### config.mk
export PLATFORM = sky130hd
export DESIGN_NAME = vem_regs
export DESIGN_NICKNAME = d
export VERILOG_FILES = /design/src/include/vem_pkg.sv /design/src/hdl/vem_regs.sv
export VERILOG_INCLUDE_DIRS = /design/src /design/src/include
export SDC_FILE = /design/constraint.sdc
export NUM_CORES = 1
export LEC_CHECK = 0
export ABC_CLOCK_PERIOD_IN_PS = 8500
export BUFFER_PORTS_ARGS = -buffer_cell sky130_fd_sc_hd__buf_2
export CAP_MARGIN = 40
export CORE_MARGIN = 3
export CORE_UTILIZATION = 55
export CTS_BUF_LIST = sky130_fd_sc_hd__clkbuf_4
export DETAILED_ROUTE_END_ITERATION = 6
export GPL_ROUTABILITY_DRIVEN = 0
export PLACE_DENSITY = 0.75
export SYNTH_ARGS = -nofsm -noshare
export SYNTH_HDL_FRONTEND = slang
export SYNTH_SLANG_ARGS = --single-unit
### constraint.sdc
create_clock -name clk -period 8.5 [get_ports clk]
set_input_delay 0.85 -clock clk [delete_from_list [all_inputs] [get_ports clk]]
set_output_delay 0.85 -clock clk [all_outputs]
set_load 0.02 [all_outputs]
### src/include/vem_params.svh
`ifndef VEM_PARAMS_SVH
`define VEM_PARAMS_SVH
`define VEM_OFS_FLOW_MODE 12'h000
`define VEM_OFS_PERIOD_RATIO 12'h004
`define VEM_OFS_ROT_SPEED 12'h008
`define VEM_OFS_PHASE 12'h00C
`define VEM_OFS_ENGINE_CTRL 12'h010
`define VEM_BIT_C2P 0
`define VEM_BIT_SHIFT_EN 1
`define VEM_BIT_SENSE_LO 2
`define VEM_BIT_SENSE_HI 3
`define VEM_BIT_SHIFT_MD_LO 14
`define VEM_BIT_SHIFT_MD_HI 15
`define VEM_BIT_INTERP_EN 0
`define VEM_RST_WORD16 16'h0000
`define VEM_RST_MODE 4'h0
`define VEM_PSLVERR_UNMAPPED 1'b1
`endif

### src/include/vem_pkg.sv
package vem_pkg;
  typedef enum logic [1:0] {
    VEM_SENSE_THREE_SHUNT = 2'h0,
    VEM_SENSE_TWO_SENSOR = 2'h1,
    VEM_SENSE_ONE_SHUNT_UP = 2'h2,
    VEM_SENSE_ONE_SHUNT_DN = 2'h3
  } vem_sense_e;
  typedef struct packed {
    logic [1:0] shift_mode;
    vem_sense_e sense;
    logic pwm_shift_enable;
    logic two_phase_modulation_select;
  } vem_mode_s;
  typedef struct packed {
    logic [15:0] period_ratio_value;
    logic [15:0] rotation_speed_value;
    logic [15:0] phase_angle_value;
    logic phase_interpolation_enable;
  } vem_calc_s;
endpackage

### src/hdl/vem_regs.sv
// Decided for this implementation: the register addresses and the APB interface to the registers.
`timescale 1ns/100ps
`include "vem_params.svh"
module vem_regs
  import vem_pkg::*;
(
  // clock, reset, enable
  input wire logic clk,
  input wire logic reset,
  input wire logic clk_en,
  // apb slave
  input wire logic psel,
  input wire logic penable,
  input wire logic pwrite,
  input wire logic [11:0] paddr,
  input wire logic [31:0] pwdata,
  output logic [31:0] prdata,
  output logic pready,
  output logic pslverr,
  // sine/cosine task strobe
  input wire logic sincos_run,
  // engine-facing settings
  output vem_mode_s mode_out,
  output vem_calc_s calc_out,
  output logic three_phase_sense,
  output logic shift1_speed_use,
  output logic shift_combo_err
);
  logic [1:0] shift_mode_ff;
  logic [1:0] sense_ff;
  logic shift_en_ff;
  logic c2p_ff;
  logic interp_ff;
  logic [15:0] ratio_ff;
  logic [15:0] speed_ff;
  logic [15:0] phase_ff;
  logic [31:0] prdata_ff;
  logic pready_ff;
  logic pslverr_ff;
  vem_mode_s mode_ff;
  vem_calc_s calc_ff;
  logic three_ff;
  logic s1spd_ff;
  logic cerr_ff;
  logic wr_acc;
  logic rd_acc;
  logic mapped;
  logic [31:0] nxt_rdata;
  logic [15:0] nxt_phase;
  logic signed [31:0] step_prod;

  // writes land on the pready edge only, so a stalled master never commits early;
  // reads are captured one edge earlier so prdata can come straight from a flop
  assign wr_acc = psel & penable & pwrite & pready_ff;
  assign rd_acc = psel & penable & ~pwrite & ~pready_ff;

  // address decode
  always_comb
  begin
    mapped = 1'b1;
    nxt_rdata = 32'h0000_0000;
    case (paddr)
      `VEM_OFS_FLOW_MODE:
      begin
        nxt_rdata[`VEM_BIT_SHIFT_MD_HI:`VEM_BIT_SHIFT_MD_LO] = shift_mode_ff;
        nxt_rdata[`VEM_BIT_SENSE_HI:`VEM_BIT_SENSE_LO] = sense_ff;
        nxt_rdata[`VEM_BIT_SHIFT_EN] = shift_en_ff;
        nxt_rdata[`VEM_BIT_C2P] = c2p_ff;
      end
      `VEM_OFS_PERIOD_RATIO: nxt_rdata[15:0] = ratio_ff;
      `VEM_OFS_ROT_SPEED: nxt_rdata[15:0] = speed_ff;
      `VEM_OFS_PHASE: nxt_rdata[15:0] = phase_ff;
      `VEM_OFS_ENGINE_CTRL: nxt_rdata[`VEM_BIT_INTERP_EN] = interp_ff;
      default: mapped = 1'b0;
    endcase
  end

  // apb answer regs: one wait state keeps prdata a flop
  always_ff @(posedge clk)
  begin
    if (reset)
    begin
      prdata_ff <= 32'h0000_0000;
      pready_ff <= 1'b0;
      pslverr_ff <= 1'b0;
    end
    else if (clk_en)
    begin
      pready_ff <= psel & penable & ~pready_ff;
      pslverr_ff <= psel & penable & ~pready_ff & ~mapped & `VEM_PSLVERR_UNMAPPED;
      if (rd_acc)
        prdata_ff <= nxt_rdata;
      else
        prdata_ff <= 32'h0000_0000;
    end
  end

  // mode fields; code meaning decoded downstream
  always_ff @(posedge clk)
  begin
    if (reset)
    begin
      shift_mode_ff <= 2'h0;
      sense_ff <= 2'h0;
      shift_en_ff <= 1'b0;
      c2p_ff <= 1'b0;
      interp_ff <= 1'b0;
    end
    else if (clk_en && wr_acc)
    begin
      if (paddr == `VEM_OFS_FLOW_MODE)
      begin
        shift_mode_ff <= pwdata[`VEM_BIT_SHIFT_MD_HI:`VEM_BIT_SHIFT_MD_LO];
        sense_ff <= pwdata[`VEM_BIT_SENSE_HI:`VEM_BIT_SENSE_LO];
        shift_en_ff <= pwdata[`VEM_BIT_SHIFT_EN];
        c2p_ff <= pwdata[`VEM_BIT_C2P];
      end
      if (paddr == `VEM_OFS_ENGINE_CTRL)
        interp_ff <= pwdata[`VEM_BIT_INTERP_EN];
    end
  end

  // parameter words, upper bits dropped on write
  always_ff @(posedge clk)
  begin
    if (reset)
    begin
      ratio_ff <= `VEM_RST_WORD16;
      speed_ff <= `VEM_RST_WORD16;
    end
    else if (clk_en && wr_acc)
    begin
      if (paddr == `VEM_OFS_PERIOD_RATIO)
        ratio_ff <= pwdata[15:0];
      if (paddr == `VEM_OFS_ROT_SPEED)
        speed_ff <= pwdata[15:0];
    end
  end

  // phase step: signed speed (Q15) times unsigned ratio (Q16), scaled to Q16 turn
  assign step_prod = $signed(speed_ff) * $signed({1'b0, ratio_ff[15:1]});
  assign nxt_phase = phase_ff + step_prod[30:15];

  // phase: software write beats the engine update in the same cycle
  always_ff @(posedge clk)
  begin
    if (reset)
      phase_ff <= `VEM_RST_WORD16;
    else if (clk_en)
    begin
      if (wr_acc && paddr == `VEM_OFS_PHASE)
        phase_ff <= pwdata[15:0];
      else if (sincos_run && interp_ff)
        phase_ff <= nxt_phase;
    end
  end

  // registered engine outputs
  always_ff @(posedge clk)
  begin
    if (reset)
    begin
      mode_ff <= '0;
      calc_ff <= '0;
      three_ff <= 1'b1;
      s1spd_ff <= 1'b0;
      cerr_ff <= 1'b0;
    end
    else if (clk_en)
    begin
      mode_ff <= {shift_mode_ff, vem_sense_e'(sense_ff), shift_en_ff, c2p_ff};
      calc_ff.period_ratio_value <= interp_ff ? ratio_ff : 16'h0000;
      calc_ff.rotation_speed_value <= interp_ff ? speed_ff : 16'h0000;
      calc_ff.phase_angle_value <= phase_ff;
      calc_ff.phase_interpolation_enable <= interp_ff;
      three_ff <= (sense_ff == VEM_SENSE_THREE_SHUNT);
      s1spd_ff <= sense_ff[1] & shift_en_ff & (shift_mode_ff == 2'h0);
      // flags illegal shift/modulation pairs; hardware cannot fix them
      cerr_ff <= shift_en_ff & ((shift_mode_ff == 2'h0) ? ~c2p_ff : c2p_ff);
    end
  end

  assign prdata = prdata_ff;
  assign pready = pready_ff;
  assign pslverr = pslverr_ff;
  assign mode_out = mode_ff;
  assign calc_out = calc_ff;
  assign three_phase_sense = three_ff;
  assign shift1_speed_use = s1spd_ff;
  assign shift_combo_err = cerr_ff;

  property p_rdy_one;
    @(posedge clk) disable iff (reset) (clk_en && psel && penable && !pready) |=> pready;
  endproperty
  a_rdy_one: assert property (p_rdy_one) else $error("pready late");
  property p_hi_zero;
    @(posedge clk) disable iff (reset) pready && paddr != `VEM_OFS_FLOW_MODE |-> prdata[31:16] == 16'h0000;
  endproperty
  a_hi_zero: assert property (p_hi_zero) else $error("upper bits set");
  property p_interp_off;
    @(posedge clk) disable iff (reset) (clk_en && !interp_ff && !wr_acc) |=> $stable(phase_ff);
  endproperty
  a_interp_off: assert property (p_interp_off) else $error("phase moved");
  property p_phase_upd;
    @(posedge clk) disable iff (reset) (clk_en && sincos_run && interp_ff && !wr_acc)
      |=> phase_ff == $past(nxt_phase);
  endproperty
  a_phase_upd: assert property (p_phase_upd) else $error("phase step wrong");
  property p_ratio_wr;
    @(posedge clk) disable iff (reset) (clk_en && wr_acc && paddr == `VEM_OFS_PERIOD_RATIO)
      |=> ratio_ff == $past(pwdata[15:0]);
  endproperty
  a_ratio_wr: assert property (p_ratio_wr) else $error("ratio not written");
  property p_three;
    @(posedge clk) disable iff (reset) clk_en |=> three_phase_sense == ($past(sense_ff) == 2'h0);
  endproperty
  a_three: assert property (p_three) else $error("sense decode");
  property p_calc_gate;
    @(posedge clk) disable iff (reset) (clk_en && !interp_ff) |=> calc_out.period_ratio_value == 16'h0000;
  endproperty
  a_calc_gate: assert property (p_calc_gate) else $error("ratio leaked");
  property p_combo;
    @(posedge clk) disable iff (reset) (clk_en && shift_en_ff && shift_mode_ff == 2'h0 && c2p_ff)
      |=> !shift_combo_err;
  endproperty
  a_combo: assert property (p_combo) else $error("legal pair flagged");
  // shift 2 with two-phase modulation is never a legal pairing
  property p_shift2_pair;
    @(posedge clk) disable iff (reset) (clk_en && shift_en_ff && shift_mode_ff != 2'h0 && c2p_ff)
      |=> shift_combo_err;
  endproperty
  a_shift2_pair: assert property (p_shift2_pair) else $error("illegal pair missed");
  // speed goes to the first output task only in single-shunt shift 1
  property p_speed_use;
    @(posedge clk) disable iff (reset) clk_en
      |=> shift1_speed_use == ($past(sense_ff[1] && shift_en_ff && shift_mode_ff == 2'h0));
  endproperty
  a_speed_use: assert property (p_speed_use) else $error("speed use decode");
  // frozen clock enable must hold the phase whatever the strobe does
  property p_freeze;
    @(posedge clk) disable iff (reset) !clk_en |=> $stable(phase_ff);
  endproperty
  a_freeze: assert property (p_freeze) else $error("phase moved while frozen");
  c_shift2: cover property (@(posedge clk) shift_en_ff && shift_mode_ff != 2'h0 && !c2p_ff);
  c_write: cover property (@(posedge clk) wr_acc ##2 rd_acc);
  c_interp: cover property (@(posedge clk) sincos_run && interp_ff);
  c_err: cover property (@(posedge clk) pslverr);
endmodule // vem_regs

# After elaboration in Yosys (flattened, before gate mapping)
# Cells that the tools add are included.
# totals
ff_bits	147
inputBits	51
out_inout_bits	92
elab_cells	66
# op_classes
n_addsub	1
n_mul	1
n_eq_ne	4
muxes	11
bitwise_logic	14
n_reduce_logical	13
# op_table
operator	n
$mux W16	5
$mul A16 B16 Y31	1
$pmux W10 S3	1
$eq A12 B4 Y1 const B	2
$add A16 B16 Y16	1
$eq A12 B3 Y1 const B	1
$eq A12 B5 Y1 const B	1
$logic_not A12 Y1	1
$pmux W3 S4	1
$and A1 B1 Y1	10
$reduce_and A2 Y1	5
$pmux W2 S4	1
$pmux W1 S5	1
$reduce_or A5 Y1	1
$logic_not A2 Y1	2
$not A1 Y1	4
$logic_and A1 B1 Y1	3
$mux W1	2
$reduce_bool A2 Y1	1

# Longest topological paths before layout
# depth
depth_word	6
depth_mapped	34
mapped_depth_nobuf	32

# Worst setup path after synthesis
# No wires, ideal clock.
# synth_path
kind	reg-to-reg
start	register ratio_ff[3]
end	register phase_ff[15]
setup_time_ps	74
arrival_ps	7733
t_required_ps	8426
setup_slack_ps	693
stages_incl_launch_ff	33
n_path_buf	2
period_less_slack_ps	7807
cell_sequence	dfxtp_1 -> clkbuf_1 -> clkbuf_1 -> nand2_1 -> fa_1 -> fa_1 -> inv_1 -> fa_1 -> fa_1 -> fa_1 -> inv_1 -> fa_1 -> inv_1 -> ha_1 -> a21oi_1 -> o21ai_0 -> nor2b_1 -> a21oi_4 -> o21a_1 -> o21a_1 -> o21ai_1 -> nor2b_1 -> o311ai_1 -> ha_1 -> nand2_1 -> o21ai_0 -> nand2_1 -> o311ai_1 -> a211oi_1 -> o21bai_1 -> xnor2_1 -> or4b_1 -> a31oi_1
# synth_via
elab_chain_len	4
# synth_rtl
element	line	source
start: declaration	vem_regs.sv:34	logic [15:0] ratio_ff;
start signal: assignment	vem_regs.sv:128	ratio_ff <= `VEM_RST_WORD16;
start signal: assignment	vem_regs.sv:134	ratio_ff <= pwdata[15:0];
$mul A16 B16 Y31	vem_regs.sv:141	assign step_prod = $signed(speed_ff) * $signed({1'b0, ratio_ff[15:1]});
$add A16 B16 Y16	vem_regs.sv:142	assign nxt_phase = phase_ff + step_prod[30:15];
$mux W16	vem_regs.sv:153	else if (sincos_run && interp_ff)
$mux W16	vem_regs.sv:151	if (wr_acc && paddr == `VEM_OFS_PHASE)
end signal: assignment	vem_regs.sv:148	phase_ff <= `VEM_RST_WORD16;
end signal: assignment	vem_regs.sv:152	phase_ff <= pwdata[15:0];
end signal: assignment	vem_regs.sv:154	phase_ff <= nxt_phase;
end: declaration	vem_regs.sv:36	logic [15:0] phase_ff;
# Every way passes these cells. The select of a mux whose other input is x is not followed.
# A chain may end at the register's enable or synchronous reset.

# Worst setup path after layout
# layout_path
start	register ratio_ff[2]
end	register phase_ff[15]
# Same word-level chain as after synthesis.

==> flow_summary_export.csv <==
group,metric,value,unit
run_status,outcome,"finished clean",
floorplan,core-area,0.0264,mm²
global_routing,grt_pass1_vias,12200,
place,placed_cell_area,0.0158,mm²
min_path,hold_path_class,"register to register",
timing,worstMarginPinSlew,0.838,ns
setup_path,r2r-start,"ratio_ff[2]",
finish,multi_input_area,0.0107,mm²
finish,antenna-diode-count,0,
finish,finish.utilization,61.3,%
finish,final_cell_mix,"inv_1 (298), fa_1 (241), nand2_1 (227)",
power,ir_drop,0.0000816,V
setup_path,reg2regPathDepth,28,
global_routing,track_usage,27.6,%
floorplan,start_util,56.4,%
timing,drv_slew,0,
synthesis,syn_area,0.0149,mm²
finish,drive_above_1_share,13.0,%
clock_network,clock_tree.root_cell,"clkbuf_4",
global_routing,grt_max_degree,71,
clock_network,clock_sinks,131,
detailed_routing,drt.antenna.violating_nets,0,
detailed_routing,drc,0,
finish,final_common_cell,"inv_1",
floorplan,die_y,170,µm
finish,final.fill_count,2212,
timing,fin_crit,8.18,ns
synthesis,synthFlopType,"dfxtp_1",
synthesis,avgSynthCellArea,8.76,µm²
timing,fmax,0.122,GHz
synthesis,async_flop_share,0,%
setup_path,worstReg2RegEnd,"phase_ff[15]",
setup_path,crit_top_cell,"fa_1",
timing,setup_viol,0,
finish,fin_area,0.0162,mm²
clock_network,cts_hold_buf,0,
global_routing,grt_pass1_wl,63.1,mm
clock_network,cts.clk_slew.worst_paths,0.15,ns
detailed_routing,avgViaCountPerCell,5.63,
synthesis,synth_seq_cells,131,
finish,register_area,0.00266,mm²
clock_network,cts_buffers,17,
timing,tns,0,ns
finish,fin_nets,2168,
detailed_routing,drt_wl_total,39.0,mm
min_path,holdPathEnd,"shift_combo_err",
timing,fin_crit_sh,96.3,%
place,dp_hpwl,30.7,mm
place,dpl_worst_slack,0.209,ns
min_path,hold_depth,2,
timing,hold_ws,0.475,ns
clock_network,cts_tree,"done",
floorplan,placement_rows,59,
clock_network,cts_htree_levels,4,
min_path,hp-start,"shift_combo_err",
setup_path,crit_type,"register to register",
place,io_buffer_count,110,
global_routing,grt_antenna_before_repair,0,
setup_path,critPathMaxStageDelay,0.65,ns
setup_path,worst_setup_path_start_kind,"register",
clock_network,cts_max_path_buffers,2,
detailed_routing,wl_per_cell,18.3,µm
power,leakage,8.09,nW
run,cap_violations,0,
setup_path,reg2reg_slack,0.32,ns
synthesis,synth_seq_area_share,17.6,%
global_routing,globalRouteOverflowTotal,0,
detailed_routing,initialDrtViolationCount,1000,
setup_path,cp_data_required_time,8.97,ns
setup_path,cp_max_fo,10,
synthesis,ys_warn_count,0,
detailed_routing,vias,12000,
floorplan,die_w,170,µm
timing,rsz0062_at_grt,"no",
timing,final_hold_viol_count,0,
detailed_routing,drtPass1Iterations,5,
timing,setup_ws,0.317,ns
floorplan,io_pins,143,
synthesis,syn_inst,1698,
synthesis,synth.distinct_cells,59,
synthesis,synth_edf_count,0,
timing,slew_headroom,44.1,%
finish,area_growth,8.57,%
timing,skew,0.0249,ns
setup_path,cp-end-kind,"register",
clock_network,clk_latency,0.53,ns
floorplan,die_area,0.0291,mm²
setup_path,crit_slowest_cell,"fa_1",
setup_path,crit_arrival,8.65,ns
power,power_density,66.2,mW/mm²
[critical path: cells and delay by family (launching register included)]
family	cells	cell delay (ns)
compound gates	10	1.77
xor+xnor	2	0.31
fa+ha+maj	8	3.85
buf+inv	5	0.47
flops	1	0.42
simple gates	3	1.32
[worst max-delay path by stage]
stage | from | to | slack (ns) | cells after the start
floorplan | ratio_ff[3] | phase_ff[15] | 0.69 | 32
global placement | speed_ff[6] | phase_ff[15] | 0.37 | 34
detailed placement | speed_ff[6] | phase_ff[15] | 0.21 | 34
CTS | speed_ff[6] | phase_ff[15] | 0.16 | 34
global route | ratio_ff[5] | phase_ff[15] | 0.004 | 33
finish | ratio_ff[2] | phase_ff[15] | 0.32 | 28
[power breakdown]
| part | internal, W | switching (W) |
|---|---|---|
| logic | 0.0000129 | 0.0000378 |
| clock network | 0.000129 | 0.000276 |
| registers | 0.000613 | 0.000000339 |
| total | 0.000755 | 0.000315 |
[per-layer routing]
| layer | vias to the layer above | GRT usage [%] | part of all wire (%) | wire, µm |
|---|---|---|---|---|
| met3 | 92 | 4.27 | 8.0 | 3140 |
| met1 | 5981 | 36.4 | 39 | 15400 |
| li1 | 5391 | - | - | - |
| met5 | - | 0 | 0 | 0 |
| met4 | 0 | 7.09 | 3.1 | 1210 |
| met2 | 518 | 47.7 | 50 | 19300 |
[final cells by class]
type	count	share of cell area (%)
clock inverter	15	0.860
clock buffer	17	0.790
inverter	299	6.95
timing repair buffer	169	6.23
sequential	131	16.5
tap	335	2.60
multi-input combinational	1162	66.1
[sequential cells by signal (all words and copies together), names as in the netlist]
register,flops
interp_ff,1
shift_en_ff,1
phase_ff,16
shift_combo_err,1
speed_ff,16
three_phase_sense,1
prdata,16
pslverr,1
pready,1
shift_mode_ff,2
sense_ff,2
calc_out,49
ratio_ff,16
mode_out,6
shift1_speed_use,1
c2p_ff,1
[through the flow]
stage / instances / total power, W
6_report: 2128 / 0.00107
5_1_grt: 2128 / 0.00110
4_1_cts: 2128 / 0.00107
3_5_place_dp: 2096 / 0.000678
3_3_place_gp: 2093 / 0.000677
2_1_floorplan: 1713 / 0.000663
[cell families (layout without fill, tap and decap cells)]
kind of cell               after synthesis  after routing  synth area share (%)
AOI/OAI and AO/OA                      208            208                  9.40
xor gates and xnor gates                34             34                  2.00
adders and majority gates              337            337                  40.5
buffers and inverters                  420            500                  11.1
DFF                                    131            131                  17.6
muxes                                   50             50                  3.37
other                                    1             16                0.0252
and+or+nand+nor                        517            517                  15.9
[timing repair]
item / 4_1_cts / 5_1_grt
endpoints found under the setup margin: 0 / 2
setup buffers: 0 / 0
resized for setup: 0 / 29
endpoints found under the hold margin: 0 / 0
[synth_stat cells (7+ instances only)]
library cell	instances	area, µm²
ha_1	96	1200
o21a_1	9	67.6
nand2_1	227	852
buf_4	17	128
clkbuf_1	93	349
a211oi_1	14	105
inv_1	298	1120
xnor2_1	21	184
xor2_1	13	114
nor2_1	122	458
mux2i_1	49	490
fa_1	241	4820
a21oi_1	61	305
o21ai_0	23	115
nor3_1	14	70.1
a22oi_1	49	368
nand3_1	7	35.0
a21o_1	11	82.6
and2_1	113	707
dfxtp_1	131	2620
Power figures use the tool's default switching activity.
